--- src/rtl/vf_ramp_pkg.sv ---
// Purpose: Shared constants and types for the frequency ramp and V/f profile block.
// Assumes: Frequencies in 0.1 Hz, voltages in 1 V, ramp times in 0.01 s.
// Notes: Register offsets are byte addresses on the plain register port.
package vf_ramp_pkg;
	// Clock and control tick timing.
	localparam int CLK_PERIOD_NS      = 5;
	localparam int TICK_NS            = 1000;
	localparam int TICK_CYCLES        = TICK_NS / CLK_PERIOD_NS;
	localparam int TIME_LSB_NS        = 10_000_000;
	localparam int TICKS_PER_TIME_LSB = TIME_LSB_NS / TICK_NS;
	localparam int S_WEAK_PCT         = 5;
	localparam int S_STRONG_PCT       = 10;
	// Accepted parameter ranges.
	localparam logic [31:0] FREQ_LIMIT_LO = 32'h0000_00fa;
	localparam logic [31:0] FREQ_LIMIT_HI = 32'h0000_1388;
	localparam logic [31:0] PT_FREQ_LO    = 32'h0000_0001;
	localparam logic [31:0] VOLT_REG_LO   = 32'h0000_00a0;
	localparam logic [31:0] VOLT_LIMIT_HI = 32'h0000_01f4;
	localparam logic [31:0] TIME_LIMIT_HI = 32'h0005_7e40;
	localparam logic [31:0] SHAPE_LIMIT   = 32'h0000_0003;
	// Register byte offsets.
	localparam logic [7:0] OFS_CTRL       = 8'h00;
	localparam logic [7:0] OFS_MAX_FREQ   = 8'h04;
	localparam logic [7:0] OFS_BASE_FREQ  = 8'h08;
	localparam logic [7:0] OFS_BASE_VOLT  = 8'h0c;
	localparam logic [7:0] OFS_MAX_VOLT   = 8'h10;
	localparam logic [7:0] OFS_PT1_FREQ   = 8'h14;
	localparam logic [7:0] OFS_PT1_VOLT   = 8'h18;
	localparam logic [7:0] OFS_PT2_FREQ   = 8'h1c;
	localparam logic [7:0] OFS_PT2_VOLT   = 8'h20;
	localparam logic [7:0] OFS_TIME_BASE  = 8'h24;
	localparam logic [7:0] OFS_TIME_LAST  = 8'h40;
	localparam logic [7:0] OFS_FSTOP_TIME = 8'h44;
	localparam logic [7:0] OFS_SHAPE      = 8'h48;
	localparam logic [7:0] OFS_TARGET     = 8'h4c;
	localparam logic [7:0] OFS_STATUS     = 8'h50;
	localparam logic [7:0] OFS_VOLT_OUT   = 8'h54;
	localparam logic [7:0] OFS_IRQ_STAT   = 8'h58;
	localparam logic [7:0] OFS_IRQ_MASK   = 8'h5c;
	localparam logic [7:0] OFS_ALARM      = 8'h60;
	// Control and interrupt bit positions.
	localparam int CTRL_RUN_BIT      = 0;
	localparam int CTRL_ASSIGN_BIT   = 1;
	localparam int CTRL_CLEAR_BIT    = 2;
	localparam int IRQ_REACHED_BIT   = 0;
	localparam int IRQ_ALARM_BIT     = 1;
	localparam int IRQ_REJECT_BIT    = 2;
	localparam int IRQ_LIMIT_BIT     = 3;
	// Reset values.
	localparam logic [12:0] RST_MAX_FREQ  = 13'h0258;
	localparam logic [12:0] RST_BASE_FREQ = 13'h01f4;
	localparam logic [9:0]  RST_BASE_VOLT = 10'h000;
	localparam logic [9:0]  RST_MAX_VOLT  = 10'h190;
	localparam logic [19:0] RST_TIME      = 20'h00258;
	typedef enum logic [1:0] {
		SHAPE_LINEAR   = 2'h0,
		SHAPE_S_WEAK   = 2'h1,
		SHAPE_S_STRONG = 2'h2,
		SHAPE_CURVE    = 2'h3
	} shape_type;
	typedef enum logic [1:0] {RS_RUN, RS_FORCED_STOP, RS_ALARM} ramp_state_type;
	typedef struct packed {
		logic [12:0] freq;
		logic [9:0]  volt;
	} vf_point_type;
endpackage : vf_ramp_pkg

--- src/rtl/vf_ramp_core.sv ---
// Purpose: Output frequency ramp generator with a programmable V/f voltage curve.
// Assumes: Selector and forced-stop pins are asynchronous; other inputs share core_clk.
// Notes: Frequency moves at most one 0.1 Hz step per control tick.
`timescale 1ns/1ps
`default_nettype none
module vf_ramp_core #(
	parameter logic [7:0] FORCED_STOP_ALARM_CODE = 8'h5a // Arbitrary value.
) (
	input  wire logic        core_clk,
	input  wire logic        rst,
	input  wire logic [7:0]  addr,
	input  wire logic [31:0] wr_data,
	input  wire logic        wr_en,
	input  wire logic        rd_en,
	output logic      [31:0] rd_data,
	input  wire logic        forced_stop_on,
	input  wire logic        ramp_set_select_lo,
	input  wire logic        ramp_set_select_hi,
	input  wire logic        limit_active,
	input  wire logic        boost_or_vector,
	input  wire logic [9:0]  input_voltage,
	output logic      [12:0] out_frequency,
	output logic      [9:0]  out_voltage,
	output logic             alarm_active,
	output logic      [7:0]  forced_stop_alarm_code,
	output logic             irq
);
	function automatic logic in_range(input logic [31:0] v, input logic [31:0] lo, input logic [31:0] hi);
		return (v >= lo) && (v <= hi);
	endfunction : in_range

	function automatic logic [12:0] absdiff(input logic [12:0] a, input logic [12:0] b);
		return (a > b) ? 13'(a - b) : 13'(b - a);
	endfunction : absdiff

	logic [1:0]  stop_sync_r, lo_sync_r, hi_sync_r;
	logic        run_r, assigned_r;
	logic [12:0] max_freq_r, base_freq_r, target_r;
	logic [9:0]  base_volt_r, max_volt_r;
	logic [7:0]  code_r;
	vf_ramp_pkg::vf_point_type pt_r [0:1];
	logic [19:0] time_r [0:7];
	logic [19:0] fstop_time_r;
	logic [1:0]  shape_r;
	logic [3:0]  irq_stat_r, irq_mask_r;
	logic [31:0] rd_data_r;
	logic        irq_r, alarm_r;
	vf_ramp_pkg::ramp_state_type state_r;
	logic [12:0] freq_r, start_r, goal_r;
	logic        dir_up_r, moving_r;
	logic [47:0] err_r;
	logic [7:0]  tick_cnt_r;
	logic [9:0]  volt_r;

	// Pins cross into core_clk through two flops; only stage one feeds stage two.
	always_ff @(posedge core_clk) begin
		if (rst) begin
			stop_sync_r <= 2'h3;
			lo_sync_r   <= 2'h0;
			hi_sync_r   <= 2'h0;
		end else begin
			stop_sync_r <= {stop_sync_r[0], forced_stop_on};
			lo_sync_r   <= {lo_sync_r[0], ramp_set_select_lo};
			hi_sync_r   <= {hi_sync_r[0], ramp_set_select_hi};
		end
	end

	// Register write decode and range acceptance; a rejected write keeps the old value.
	wire        is_time  = (addr >= vf_ramp_pkg::OFS_TIME_BASE) && (addr <= vf_ramp_pkg::OFS_TIME_LAST)
	                       && (addr[1:0] == 2'h0);
	wire [7:0]  time_ofs = 8'(addr - vf_ramp_pkg::OFS_TIME_BASE);
	wire [2:0]  time_idx = time_ofs[4:2];
	logic       wr_ok, wr_param;
	always_comb begin
		wr_param = 1'b1;
		wr_ok    = 1'b1;
		case (addr)
			vf_ramp_pkg::OFS_MAX_FREQ: wr_ok = in_range(wr_data, vf_ramp_pkg::FREQ_LIMIT_LO, vf_ramp_pkg::FREQ_LIMIT_HI);
			vf_ramp_pkg::OFS_BASE_FREQ: wr_ok = in_range(wr_data, vf_ramp_pkg::FREQ_LIMIT_LO, vf_ramp_pkg::FREQ_LIMIT_HI);
			vf_ramp_pkg::OFS_BASE_VOLT: wr_ok = (wr_data == 32'h0) ||
				in_range(wr_data, vf_ramp_pkg::VOLT_REG_LO, vf_ramp_pkg::VOLT_LIMIT_HI);
			vf_ramp_pkg::OFS_MAX_VOLT: wr_ok = in_range(wr_data, vf_ramp_pkg::VOLT_REG_LO, vf_ramp_pkg::VOLT_LIMIT_HI);
			vf_ramp_pkg::OFS_PT1_FREQ, vf_ramp_pkg::OFS_PT2_FREQ: wr_ok = (wr_data == 32'h0) ||
				in_range(wr_data, vf_ramp_pkg::PT_FREQ_LO, vf_ramp_pkg::FREQ_LIMIT_HI);
			vf_ramp_pkg::OFS_PT1_VOLT, vf_ramp_pkg::OFS_PT2_VOLT: wr_ok = (wr_data <= vf_ramp_pkg::VOLT_LIMIT_HI);
			vf_ramp_pkg::OFS_FSTOP_TIME: wr_ok = (wr_data <= vf_ramp_pkg::TIME_LIMIT_HI);
			vf_ramp_pkg::OFS_SHAPE: wr_ok = (wr_data <= vf_ramp_pkg::SHAPE_LIMIT);
			vf_ramp_pkg::OFS_TARGET: wr_ok = (wr_data <= vf_ramp_pkg::FREQ_LIMIT_HI);
			default: begin
				wr_param = is_time;
				wr_ok    = is_time ? (wr_data <= vf_ramp_pkg::TIME_LIMIT_HI) : 1'b1;
			end
		endcase
	end
	wire wr_take     = wr_en && wr_ok;
	wire wr_reject   = wr_en && wr_param && !wr_ok;
	wire alarm_clear = wr_en && (addr == vf_ramp_pkg::OFS_CTRL) && wr_data[vf_ramp_pkg::CTRL_CLEAR_BIT];

	// Parameter store; each register loads only on an accepted write to its offset.
	always_ff @(posedge core_clk) begin
		if (rst) begin
			run_r        <= 1'b0;
			assigned_r   <= 1'b0;
			max_freq_r   <= vf_ramp_pkg::RST_MAX_FREQ;
			base_freq_r  <= vf_ramp_pkg::RST_BASE_FREQ;
			base_volt_r  <= vf_ramp_pkg::RST_BASE_VOLT;
			max_volt_r   <= vf_ramp_pkg::RST_MAX_VOLT;
			pt_r[0]      <= '0;
			pt_r[1]      <= '0;
			fstop_time_r <= vf_ramp_pkg::RST_TIME;
			shape_r      <= 2'h0;
			target_r     <= 13'h0000;
			irq_mask_r   <= 4'h0;
		end else if (wr_take) begin
			case (addr)
				vf_ramp_pkg::OFS_CTRL: begin
					run_r      <= wr_data[vf_ramp_pkg::CTRL_RUN_BIT];
					assigned_r <= wr_data[vf_ramp_pkg::CTRL_ASSIGN_BIT];
				end
				vf_ramp_pkg::OFS_MAX_FREQ:   max_freq_r   <= wr_data[12:0];
				vf_ramp_pkg::OFS_BASE_FREQ:  base_freq_r  <= wr_data[12:0];
				vf_ramp_pkg::OFS_BASE_VOLT:  base_volt_r  <= wr_data[9:0];
				vf_ramp_pkg::OFS_MAX_VOLT:   max_volt_r   <= wr_data[9:0];
				vf_ramp_pkg::OFS_PT1_FREQ:   pt_r[0].freq <= wr_data[12:0];
				vf_ramp_pkg::OFS_PT1_VOLT:   pt_r[0].volt <= wr_data[9:0];
				vf_ramp_pkg::OFS_PT2_FREQ:   pt_r[1].freq <= wr_data[12:0];
				vf_ramp_pkg::OFS_PT2_VOLT:   pt_r[1].volt <= wr_data[9:0];
				vf_ramp_pkg::OFS_FSTOP_TIME: fstop_time_r <= wr_data[19:0];
				vf_ramp_pkg::OFS_SHAPE:      shape_r      <= wr_data[1:0];
				vf_ramp_pkg::OFS_TARGET:     target_r     <= wr_data[12:0];
				vf_ramp_pkg::OFS_IRQ_MASK:   irq_mask_r   <= wr_data[3:0];
				default: ;
			endcase
		end
	end

	// Ramp time table held as an indexed array: accel at even, decel at odd index.
	always_ff @(posedge core_clk) begin
		if (rst) begin
			for (int i = 0; i < 8; i++) begin
				time_r[i] <= vf_ramp_pkg::RST_TIME;
			end
		end else if (wr_take && is_time) begin
			time_r[time_idx] <= wr_data[19:0];
		end
	end

	// Time set selection from the synchronised selector terminals.
	// Selector pair to set index.
	wire [1:0]  set_idx  = assigned_r ? {hi_sync_r[1], lo_sync_r[1]} : 2'h0;
	wire [19:0] acc_time = time_r[{set_idx, 1'b0}];
	wire [19:0] dec_time = time_r[{set_idx, 1'b1}];

	// Goal frequency; the run target is capped at the maximum output frequency.
	// Cap at maximum frequency.
	wire [12:0] run_goal = (target_r > max_freq_r) ? max_freq_r : target_r;
	wire [12:0] goal     = (state_r == vf_ramp_pkg::RS_RUN && run_r) ? run_goal : 13'h0000;
	wire        go_up    = goal > freq_r;
	wire        go_down  = goal < freq_r;
	wire        moving   = go_up || go_down;
	// Forced stop uses its own time.
	// Time spans zero to maximum frequency.
	wire [19:0] act_time = (state_r == vf_ramp_pkg::RS_FORCED_STOP) ? fstop_time_r : (go_up ? acc_time : dec_time);
	wire [33:0] thr_base = 34'(act_time) * 34'(vf_ramp_pkg::TICKS_PER_TIME_LSB);

	// Shape weights: the step rate is max_freq*kn over time*kd.
	wire [19:0] band_w   = (20'(max_freq_r) * 20'(vf_ramp_pkg::S_WEAK_PCT)) / 20'd100;
	wire [19:0] band_s   = (20'(max_freq_r) * 20'(vf_ramp_pkg::S_STRONG_PCT)) / 20'd100;
	wire [12:0] band_raw = (shape_r == vf_ramp_pkg::SHAPE_S_WEAK) ? band_w[12:0] : band_s[12:0];
	wire [12:0] band     = (band_raw == 13'h0000) ? 13'h0001 : band_raw;
	wire [12:0] d_start  = absdiff(freq_r, start_r);
	wire [12:0] d_goal   = absdiff(goal, freq_r);
	wire [12:0] d_near   = 13'(((d_start < d_goal) ? d_start : d_goal) + 13'h0001);
	wire [12:0] d_edge   = (d_near > band) ? band : d_near;
	logic [12:0] kn, kd;
	always_comb begin
		kn = 13'h0001;
		kd = 13'h0001;
		case (shape_r)
			// Rounded ends over the S band.
			// Middle slope equals the linear slope.
			vf_ramp_pkg::SHAPE_S_WEAK, vf_ramp_pkg::SHAPE_S_STRONG: begin
				kn = d_edge;
				kd = band;
			end
			// Rate falls as base over frequency.
			vf_ramp_pkg::SHAPE_CURVE: begin
				if (freq_r > base_freq_r) begin
					kn = base_freq_r;
					kd = freq_r;
				end
			end
			default: ;
		endcase
	end
	wire [47:0] inc     = 48'(max_freq_r) * 48'(kn);
	wire [47:0] thresh  = 48'(thr_base) * 48'(kd);
	wire [47:0] err_sum = 48'(err_r + inc);
	wire [47:0] err_rem = 48'(err_sum - thresh);
	wire        tick    = (tick_cnt_r == 8'(vf_ramp_pkg::TICK_CYCLES - 1));
	wire        restart = (goal != goal_r) || (moving && (go_up != dir_up_r));
	// Limiting holds the ramp, stretching it.
	wire        advance = tick && moving && !limit_active && !restart;
	wire        do_step = advance && (err_sum >= thresh);

	// Control tick divider and rate accumulator.
	// One step when accumulated rate passes threshold.
	always_ff @(posedge core_clk) begin
		if (rst) begin
			tick_cnt_r <= 8'h00;
			err_r      <= 48'h0;
			freq_r     <= 13'h0000;
			start_r    <= 13'h0000;
			goal_r     <= 13'h0000;
			dir_up_r   <= 1'b1;
			moving_r   <= 1'b0;
		end else begin
			tick_cnt_r <= tick ? 8'h00 : 8'(tick_cnt_r + 8'h01);
			goal_r     <= goal;
			moving_r   <= moving;
			if (restart) begin
				err_r    <= 48'h0;
				start_r  <= freq_r;
				dir_up_r <= go_up;
			end else if (do_step) begin
				err_r  <= (err_rem >= thresh) ? 48'h0 : err_rem;
				freq_r <= go_up ? 13'(freq_r + 13'h0001) : 13'(freq_r - 13'h0001);
			end else if (advance) begin
				err_r <= err_sum;
			end
		end
	end

	// Stop sequencing: the terminal going off forces a stop, then the alarm latches.
	// Stop, then alarm until cleared.
	wire stopped  = (state_r == vf_ramp_pkg::RS_FORCED_STOP) && (freq_r == 13'h0000);
	always_ff @(posedge core_clk) begin
		if (rst) begin
			state_r <= vf_ramp_pkg::RS_RUN;
		end else begin
			case (state_r)
				vf_ramp_pkg::RS_RUN:         if (!stop_sync_r[1]) state_r <= vf_ramp_pkg::RS_FORCED_STOP;
				vf_ramp_pkg::RS_FORCED_STOP: if (stopped) state_r <= vf_ramp_pkg::RS_ALARM;
				vf_ramp_pkg::RS_ALARM:       if (alarm_clear && stop_sync_r[1]) state_r <= vf_ramp_pkg::RS_RUN;
				default:                     state_r <= vf_ramp_pkg::RS_RUN;
			endcase
		end
	end

	// V/f knots in rising order; disabled knots are skipped during the search.
	// Unregulated base point tracks input voltage.
	// Simple curve without points or maximum.
	// Boost or vector drops the same knots.
	wire         avr_off  = (base_volt_r == 10'h000);
	wire         vf_plain = avr_off || boost_or_vector;
	vf_ramp_pkg::vf_point_type knot [0:4];
	logic        knot_en [0:4];
	always_comb begin
		knot[0]    = '0;
		knot_en[0] = 1'b1;
		for (int i = 0; i < 2; i++) begin
			knot[i+1]    = pt_r[i];
			knot_en[i+1] = !vf_plain && (pt_r[i].freq != 13'h0000);
		end
		knot[3]    = '{freq: base_freq_r, volt: avr_off ? input_voltage : base_volt_r};
		knot_en[3] = 1'b1;
		knot[4]    = '{freq: max_freq_r, volt: max_volt_r};
		knot_en[4] = !vf_plain && (max_freq_r > base_freq_r);
	end
	vf_ramp_pkg::vf_point_type lo_k, up_k;
	logic        up_found;
	always_comb begin
		lo_k     = knot[0];
		up_k     = knot[0];
		up_found = 1'b0;
		for (int i = 1; i < 5; i++) begin
			if (knot_en[i] && knot[i].freq <= freq_r && knot[i].freq >= lo_k.freq) begin
				lo_k = knot[i];
			end
			if (knot_en[i] && knot[i].freq > freq_r && (!up_found || knot[i].freq < up_k.freq)) begin
				up_k     = knot[i];
				up_found = 1'b1;
			end
		end
	end
	wire        v_neg  = up_k.volt < lo_k.volt;
	wire [9:0]  v_span = v_neg ? 10'(lo_k.volt - up_k.volt) : 10'(up_k.volt - lo_k.volt);
	wire [12:0] f_off  = 13'(freq_r - lo_k.freq);
	wire [12:0] f_span = 13'(up_k.freq - lo_k.freq);
	wire [22:0] num    = up_found ? 23'(f_off) * 23'(v_span) : 23'h0;

	// Serial restoring divider interpolates within the active segment.
	logic        div_busy_r, div_neg_r;
	logic [4:0]  div_cnt_r;
	logic [22:0] quot_r;
	logic [13:0] rem_r;
	logic [12:0] den_r;
	logic [9:0]  base_v_r, vlim_r;
	wire  [13:0] rem_sh  = {rem_r[12:0], quot_r[22]};
	wire         rem_ge  = rem_sh >= {1'b0, den_r};
	wire  [10:0] v_sum   = div_neg_r ? 11'(base_v_r - quot_r[9:0]) : 11'(base_v_r + quot_r[9:0]);
	// Twenty-three shifts, then one cycle to publish, so the last quotient bit is in.
	wire         div_end = div_busy_r && (div_cnt_r == 5'd23);
	// Never above the available input voltage.
	wire  [9:0]  v_res   = (v_sum > 11'(vlim_r)) ? vlim_r : v_sum[9:0];
	always_ff @(posedge core_clk) begin
		if (rst) begin
			div_busy_r <= 1'b0;
			div_neg_r  <= 1'b0;
			div_cnt_r  <= 5'h00;
			quot_r     <= 23'h0;
			rem_r      <= 14'h0;
			den_r      <= 13'h0001;
			base_v_r   <= 10'h000;
			vlim_r     <= 10'h000;
			volt_r     <= 10'h000;
		end else if (!div_busy_r) begin
			div_busy_r <= 1'b1;
			div_cnt_r  <= 5'h00;
			quot_r     <= num;
			rem_r      <= 14'h0;
			den_r      <= up_found ? f_span : 13'h0001;
			div_neg_r  <= v_neg;
			base_v_r   <= lo_k.volt;
			vlim_r     <= input_voltage;
		end else if (div_end) begin
			div_busy_r <= 1'b0;
			volt_r     <= v_res;
		end else begin
			div_cnt_r <= 5'(div_cnt_r + 5'h01);
			rem_r     <= rem_ge ? 14'(rem_sh - {1'b0, den_r}) : rem_sh;
			quot_r    <= {quot_r[21:0], rem_ge};
		end
	end

	// Read decode; unmapped offsets read as zero.
	logic [31:0] rd_mux;
	always_comb begin
		rd_mux = 32'h0;
		case (addr)
			vf_ramp_pkg::OFS_CTRL: begin
				rd_mux[vf_ramp_pkg::CTRL_RUN_BIT]    = run_r;
				rd_mux[vf_ramp_pkg::CTRL_ASSIGN_BIT] = assigned_r;
			end
			vf_ramp_pkg::OFS_MAX_FREQ:   rd_mux = 32'(max_freq_r);
			vf_ramp_pkg::OFS_BASE_FREQ:  rd_mux = 32'(base_freq_r);
			vf_ramp_pkg::OFS_BASE_VOLT:  rd_mux = 32'(base_volt_r);
			vf_ramp_pkg::OFS_MAX_VOLT:   rd_mux = 32'(max_volt_r);
			vf_ramp_pkg::OFS_PT1_FREQ:   rd_mux = 32'(pt_r[0].freq);
			vf_ramp_pkg::OFS_PT1_VOLT:   rd_mux = 32'(pt_r[0].volt);
			vf_ramp_pkg::OFS_PT2_FREQ:   rd_mux = 32'(pt_r[1].freq);
			vf_ramp_pkg::OFS_PT2_VOLT:   rd_mux = 32'(pt_r[1].volt);
			vf_ramp_pkg::OFS_FSTOP_TIME: rd_mux = 32'(fstop_time_r);
			vf_ramp_pkg::OFS_SHAPE:      rd_mux = 32'(shape_r);
			vf_ramp_pkg::OFS_TARGET:     rd_mux = 32'(target_r);
			vf_ramp_pkg::OFS_STATUS:     rd_mux = 32'(freq_r);
			vf_ramp_pkg::OFS_VOLT_OUT:   rd_mux = 32'(volt_r);
			vf_ramp_pkg::OFS_IRQ_STAT:   rd_mux = 32'(irq_stat_r);
			vf_ramp_pkg::OFS_IRQ_MASK:   rd_mux = 32'(irq_mask_r);
			vf_ramp_pkg::OFS_ALARM:      rd_mux = 32'(code_r);
			default:                     rd_mux = is_time ? 32'(time_r[time_idx]) : 32'h0;
		endcase
	end

	// Sticky events; a set landing with a one-to-clear write wins, so no event is lost.
	wire [3:0] irq_clr = (wr_take && (addr == vf_ramp_pkg::OFS_IRQ_STAT)) ? wr_data[3:0] : 4'h0;
	wire [3:0] irq_ev;
	assign irq_ev[vf_ramp_pkg::IRQ_REACHED_BIT] = moving_r && !moving;
	assign irq_ev[vf_ramp_pkg::IRQ_ALARM_BIT]   = stopped;
	assign irq_ev[vf_ramp_pkg::IRQ_REJECT_BIT]  = wr_reject;
	assign irq_ev[vf_ramp_pkg::IRQ_LIMIT_BIT]   = limit_active && moving;

	// Output flops: every top-level output comes from a register.
	always_ff @(posedge core_clk) begin
		if (rst) begin
			irq_stat_r <= 4'h0;
			irq_r      <= 1'b0;
			alarm_r    <= 1'b0;
			code_r     <= 8'h00;
			rd_data_r  <= 32'h0;
		end else begin
			irq_stat_r <= (irq_stat_r & ~irq_clr) | irq_ev;
			irq_r      <= |(irq_stat_r & irq_mask_r);
			alarm_r    <= (state_r == vf_ramp_pkg::RS_ALARM);
			code_r     <= (state_r == vf_ramp_pkg::RS_ALARM) ? FORCED_STOP_ALARM_CODE : 8'h00;
			rd_data_r  <= rd_en ? rd_mux : 32'h0;
		end
	end
	assign rd_data                = rd_data_r;
	assign out_frequency          = freq_r;
	assign out_voltage            = volt_r;
	assign alarm_active           = alarm_r;
	assign forced_stop_alarm_code = code_r;
	assign irq                    = irq_r;
endmodule : vf_ramp_core
`default_nettype wire

--- config.mk ---
export PLATFORM = sky130hd
export DESIGN_NAME = vf_ramp_core
export DESIGN_NICKNAME = d
export VERILOG_FILES = /design/src/rtl/vf_ramp_pkg.sv /design/src/rtl/vf_ramp_core.sv
export SDC_FILE = /design/constraint.sdc
export NUM_CORES = 2
export LEC_CHECK = 0
export BUFFER_PORTS_ARGS = -buffer_cell sky130_fd_sc_hd__buf_2
export CELL_PAD_IN_SITES_DETAIL_PLACEMENT = 0
export CELL_PAD_IN_SITES_GLOBAL_PLACEMENT = 1
export CORE_MARGIN = 5
export CORE_UTILIZATION = 45
export DETAILED_ROUTE_END_ITERATION = 8
export GPL_ROUTABILITY_DRIVEN = 0
export GPL_TIMING_DRIVEN = 0
export PLACE_DENSITY = 0.78
export SYNTH_ARGS = -nofsm -noshare
export SYNTH_HDL_FRONTEND = slang
export SYNTH_SLANG_ARGS = --single-unit
export TNS_END_PERCENT = 1
--- constraint.sdc ---
create_clock -name core_clk -period 33.4 [get_ports core_clk]
set_input_delay 5.01 -clock core_clk [delete_from_list [all_inputs] [get_ports core_clk]]
set_output_delay 5.01 -clock core_clk [all_outputs]
set_load 0.02 [all_outputs]
==> impl_metrics.tcl <==
set metrics [dict create \
    layout.nets 9591 \
    netlist_area_um2 67200 \
    hp-class "register to register" \
    synth.yosys.seq_area_share_pct 18.3 \
    hold_depth 1 \
    finalSetupViolations 0 \
    finalHoldViolCount 0 \
    drt_pass1_iterations 7 \
    cp_max_fo 21 \
    synth_compound_area_share_pct 16.3 \
    grt_overflow 0 \
    clk_latency_ps 740 \
    core_um2 148000 \
    grt_pass1_wl_um 370000 \
    wire_per_inst_um 24.2 \
    path_clk_slew_ps 70 \
    worstMarginPinSlew_ps 1480 \
    synth_fa_ha_area_share_pct 31.7 \
    initial_core_util_pct 45.4 \
    crit_type "register to register" \
    hold_buffers 0 \
    syn-instance-count 7993 \
    cts_buffers 59 \
    maxCapViolCount 1 \
    yosysWarnings 0 \
    arrival_ps 31530 \
    status "complete, but fails checks" \
    grt_pass1_vias 60100 \
    routed_wl_um 246000 \
    vias_per_cell 5.96 \
    grt_antenna_before_repair 9 \
    grt_max_degree 22 \
    die_w_um 396 \
    synth_top_family_by_area "adder cells" \
    p_leak_nw 32.7 \
    start_kind "register" \
    failed_checks "max-capacitance violations" \
    cp-end-kind "register" \
    fmax_ghz 0.0323 \
    synth_mux_area_share_pct 4.37 \
    reg2reg_slack_ps 2480 \
    finClkSkew_ps 107 \
    p_int_mw 1.91 \
    drcViolationCount 0 \
    dpl.hpwl_um 196000 \
    fin_crit_sh_pct 92.6 \
    rr_worst_depth 126 \
    max_slew_margin_pct 0.520 \
    syn_to_final_growth_pct 7.66 \
    r2r_start "max_freq_r[1]" \
    synthXorXnorAreaFrac_pct 4.13 \
    setup-tns-final_ps 0 \
    portBuffers 104 \
    p_switching_mw 2.00 \
    synth-edff-count 206 \
    post-cts-setup-buffers 0 \
    cts-htree-levels 2 \
    ys_async_sr_fraction_pct 0 \
    yosys.cell_types.count 112 \
    clkSinkCount 510 \
    synth.avg_cell_area_um2 8.40 \
    die_h_um 396 \
    slew_viol_final 0 \
    swShare_pct 51.2 \
    drtIter0Drc 6601 \
    holdPathEnd "stop_sync_r[1]" \
    pwr-share-comb_pct 65.4 \
    cts_tree "done" \
    hold_start "stop_sync_r[0]" \
    die_area_um2 157000 \
    clk_path_buf_depth 3 \
    ant_nets 0 \
    critPathMaxStageDelay_ps 1090 \
    ir_drop_v 0.000148 \
    regToRegEndpoint "err_r[44]" \
    p_clk_share_pct 16.9 \
    synth-seq-cells 510 \
    grt_setup_unrepaired "false" \
    power_density_nw_per_um2 54.1 \
    synth-simple-area-share_pct 16.9 \
    critical-path-slowest-cell "mux2i_1" \
    post_cts.resized_instances 0 \
    num-fill-cells 14400 \
    root_buffer "clkbuf_16" \
    io_pins 124 \
    track_usage_pct 30.6 \
    cpMostUsedCell "a21oi_1" \
    final_core_util_pct 48.9 \
    drive_above_1_share_pct 4.50 \
    worstPathRequired_ps 34020 \
    synth_ff_type "dfxtp_1" \
    vias 60700 \
    finalCriticalPeriod_ps 30920 \
    rows 141 \
    seqPwrFrac_pct 17.8 \
]
cells in the mapped netlist, drive strengths merged, types with 92 or more instances:
cell type | n | share of area, %
a211oi | 130 | 1.5
a21o | 162 | 1.8
a21oi | 545 | 4.1
and2 | 197 | 1.8
clkbuf | 349 | 2.0
dfxtp | 304 | 9.1
edfxtp | 206 | 9.2
fa | 599 | 18
ha | 745 | 14
inv | 1034 | 5.8
mux2i | 227 | 3.4
nand2 | 853 | 4.8
nand2b | 92 | 0.86
nand3 | 135 | 1.0
nor2 | 605 | 3.4
nor2b | 141 | 1.3
nor3 | 147 | 1.1
o21ai | 229 | 1.7
xnor2 | 235 | 3.1
how the worst max path moves through the flow:
stage                       start        end  slack (ps)  cells after the start
finish              max_freq_r[1]  err_r[44]        2480                    126
global route        max_freq_r[1]  err_r[46]         400                    126
CTS                 max_freq_r[1]  err_r[44]        2920                    125
detailed placement  max_freq_r[1]  err_r[44]        2990                    128
global placement    max_freq_r[1]  err_r[30]        3240                    126
floorplan           max_freq_r[1]  err_r[24]       10510                    125
sequential cells by signal, summed over array words and instances (netlist names), 20 cells and up:
| register | cells |
|---|---|
| err_r | 48 |
| time_r | 160 |
| rd_data | 20 |
| fstop_time_r | 20 |
| pt_r | 46 |
| quot_r | 23 |
power groups by stage:
stage,registers [mW],logic (mW),clock network [mW]
global placement,0.706,2.51,0
floorplan,0.696,1.78,0
finish,0.695,2.56,0.660
CTS,0.693,2.56,0.661
global route,0.695,2.86,0.685
detailed placement,0.706,2.54,0
area by class of cell:
| type | instances | area (µm²) | area share (%) |
|---|---|---|---|
| antenna | 9 | 22.5 | 0.0311 |
| buffer | 409 | 1650 | 2.28 |
| clock buffer | 74 | 1550 | 2.15 |
| clock inverter | 38 | 379 | 0.524 |
| inverter | 1038 | 3900 | 5.40 |
| multi-input combinational | 6060 | 49500 | 68.4 |
| sequential | 510 | 12300 | 17.0 |
| tap | 1930 | 2410 | 3.34 |
| timing repair buffer | 110 | 632 | 0.874 |
metrics by stage:
stage               hold WS (ps)  cell area [µm²]  power [mW]  std cells  setup slack (ps)
floorplan                    389            67300        2.48       8017             10510
global placement             398            70200        3.22      10100              3240
detailed placement           404            70400        3.24      10100              2990
CTS                          427            72300        3.91      10200              2920
global route                 435            72300        4.24      10200               402
finish                       424            72300        3.91      10200              2480
per-layer routing:
metal | track usage, % | wire length [µm]
met1 | 39.1 | 97700
met2 | 48.4 | 108000
met3 | 6.99 | 24800
met4 | 16.5 | 16100
met5 | 0 | 11
critical path, delay by kind of cell (launching register included):
family / cells / cell delay [ps]
buf+inv: 11 / 3920
simple gates: 28 / 4010
flops: 1 / 980
mux: 4 / 1820
xor+xnor: 3 / 1110
compound gates: 66 / 13760
fa+ha+maj: 14 / 5250
placed cells by master (no fill, tap or decap), drive strengths merged, types with 19 or more instances in the layout:
master,synthesis,routed
and2,197,197
nand2,853,853
nor3,147,147
a221oi,42,42
mux2i,227,227
inv,1034,1039
fa,599,599
nand4,77,77
a31oi,57,57
nand3,135,135
dfxtp,304,304
ha,745,745
nor2,605,605
clkbuf,349,423
a22oi,70,70
o21bai,89,89
xor2,79,79
o211ai,34,34
o21a,44,44
or3,45,45
a21o,162,162
mux2,57,57
clkinv,4,28
a211oi,130,130
a21boi,23,23
a222oi,19,19
a311oi,39,39
edfxtp,206,206
conb,1,25
xnor2,235,235
and3,48,48
buf,60,170
nor2b,141,141
a21oi,545,545
nand2b,92,92
o21ai,229,229
nor4,36,36
o22ai,25,25
cells by family after synthesis:
logic type / after synthesis
AND/OR/NAND/NOR: 2434
AO/OA/AOI/OAI: 1658
buffers and inverters: 1447
adder cells (fa/ha/maj): 1345
other: 1
XOR/XNOR: 314
flip-flops: 510
multiplexers: 284
Note: power is estimated with default switching activity, not from simulation.
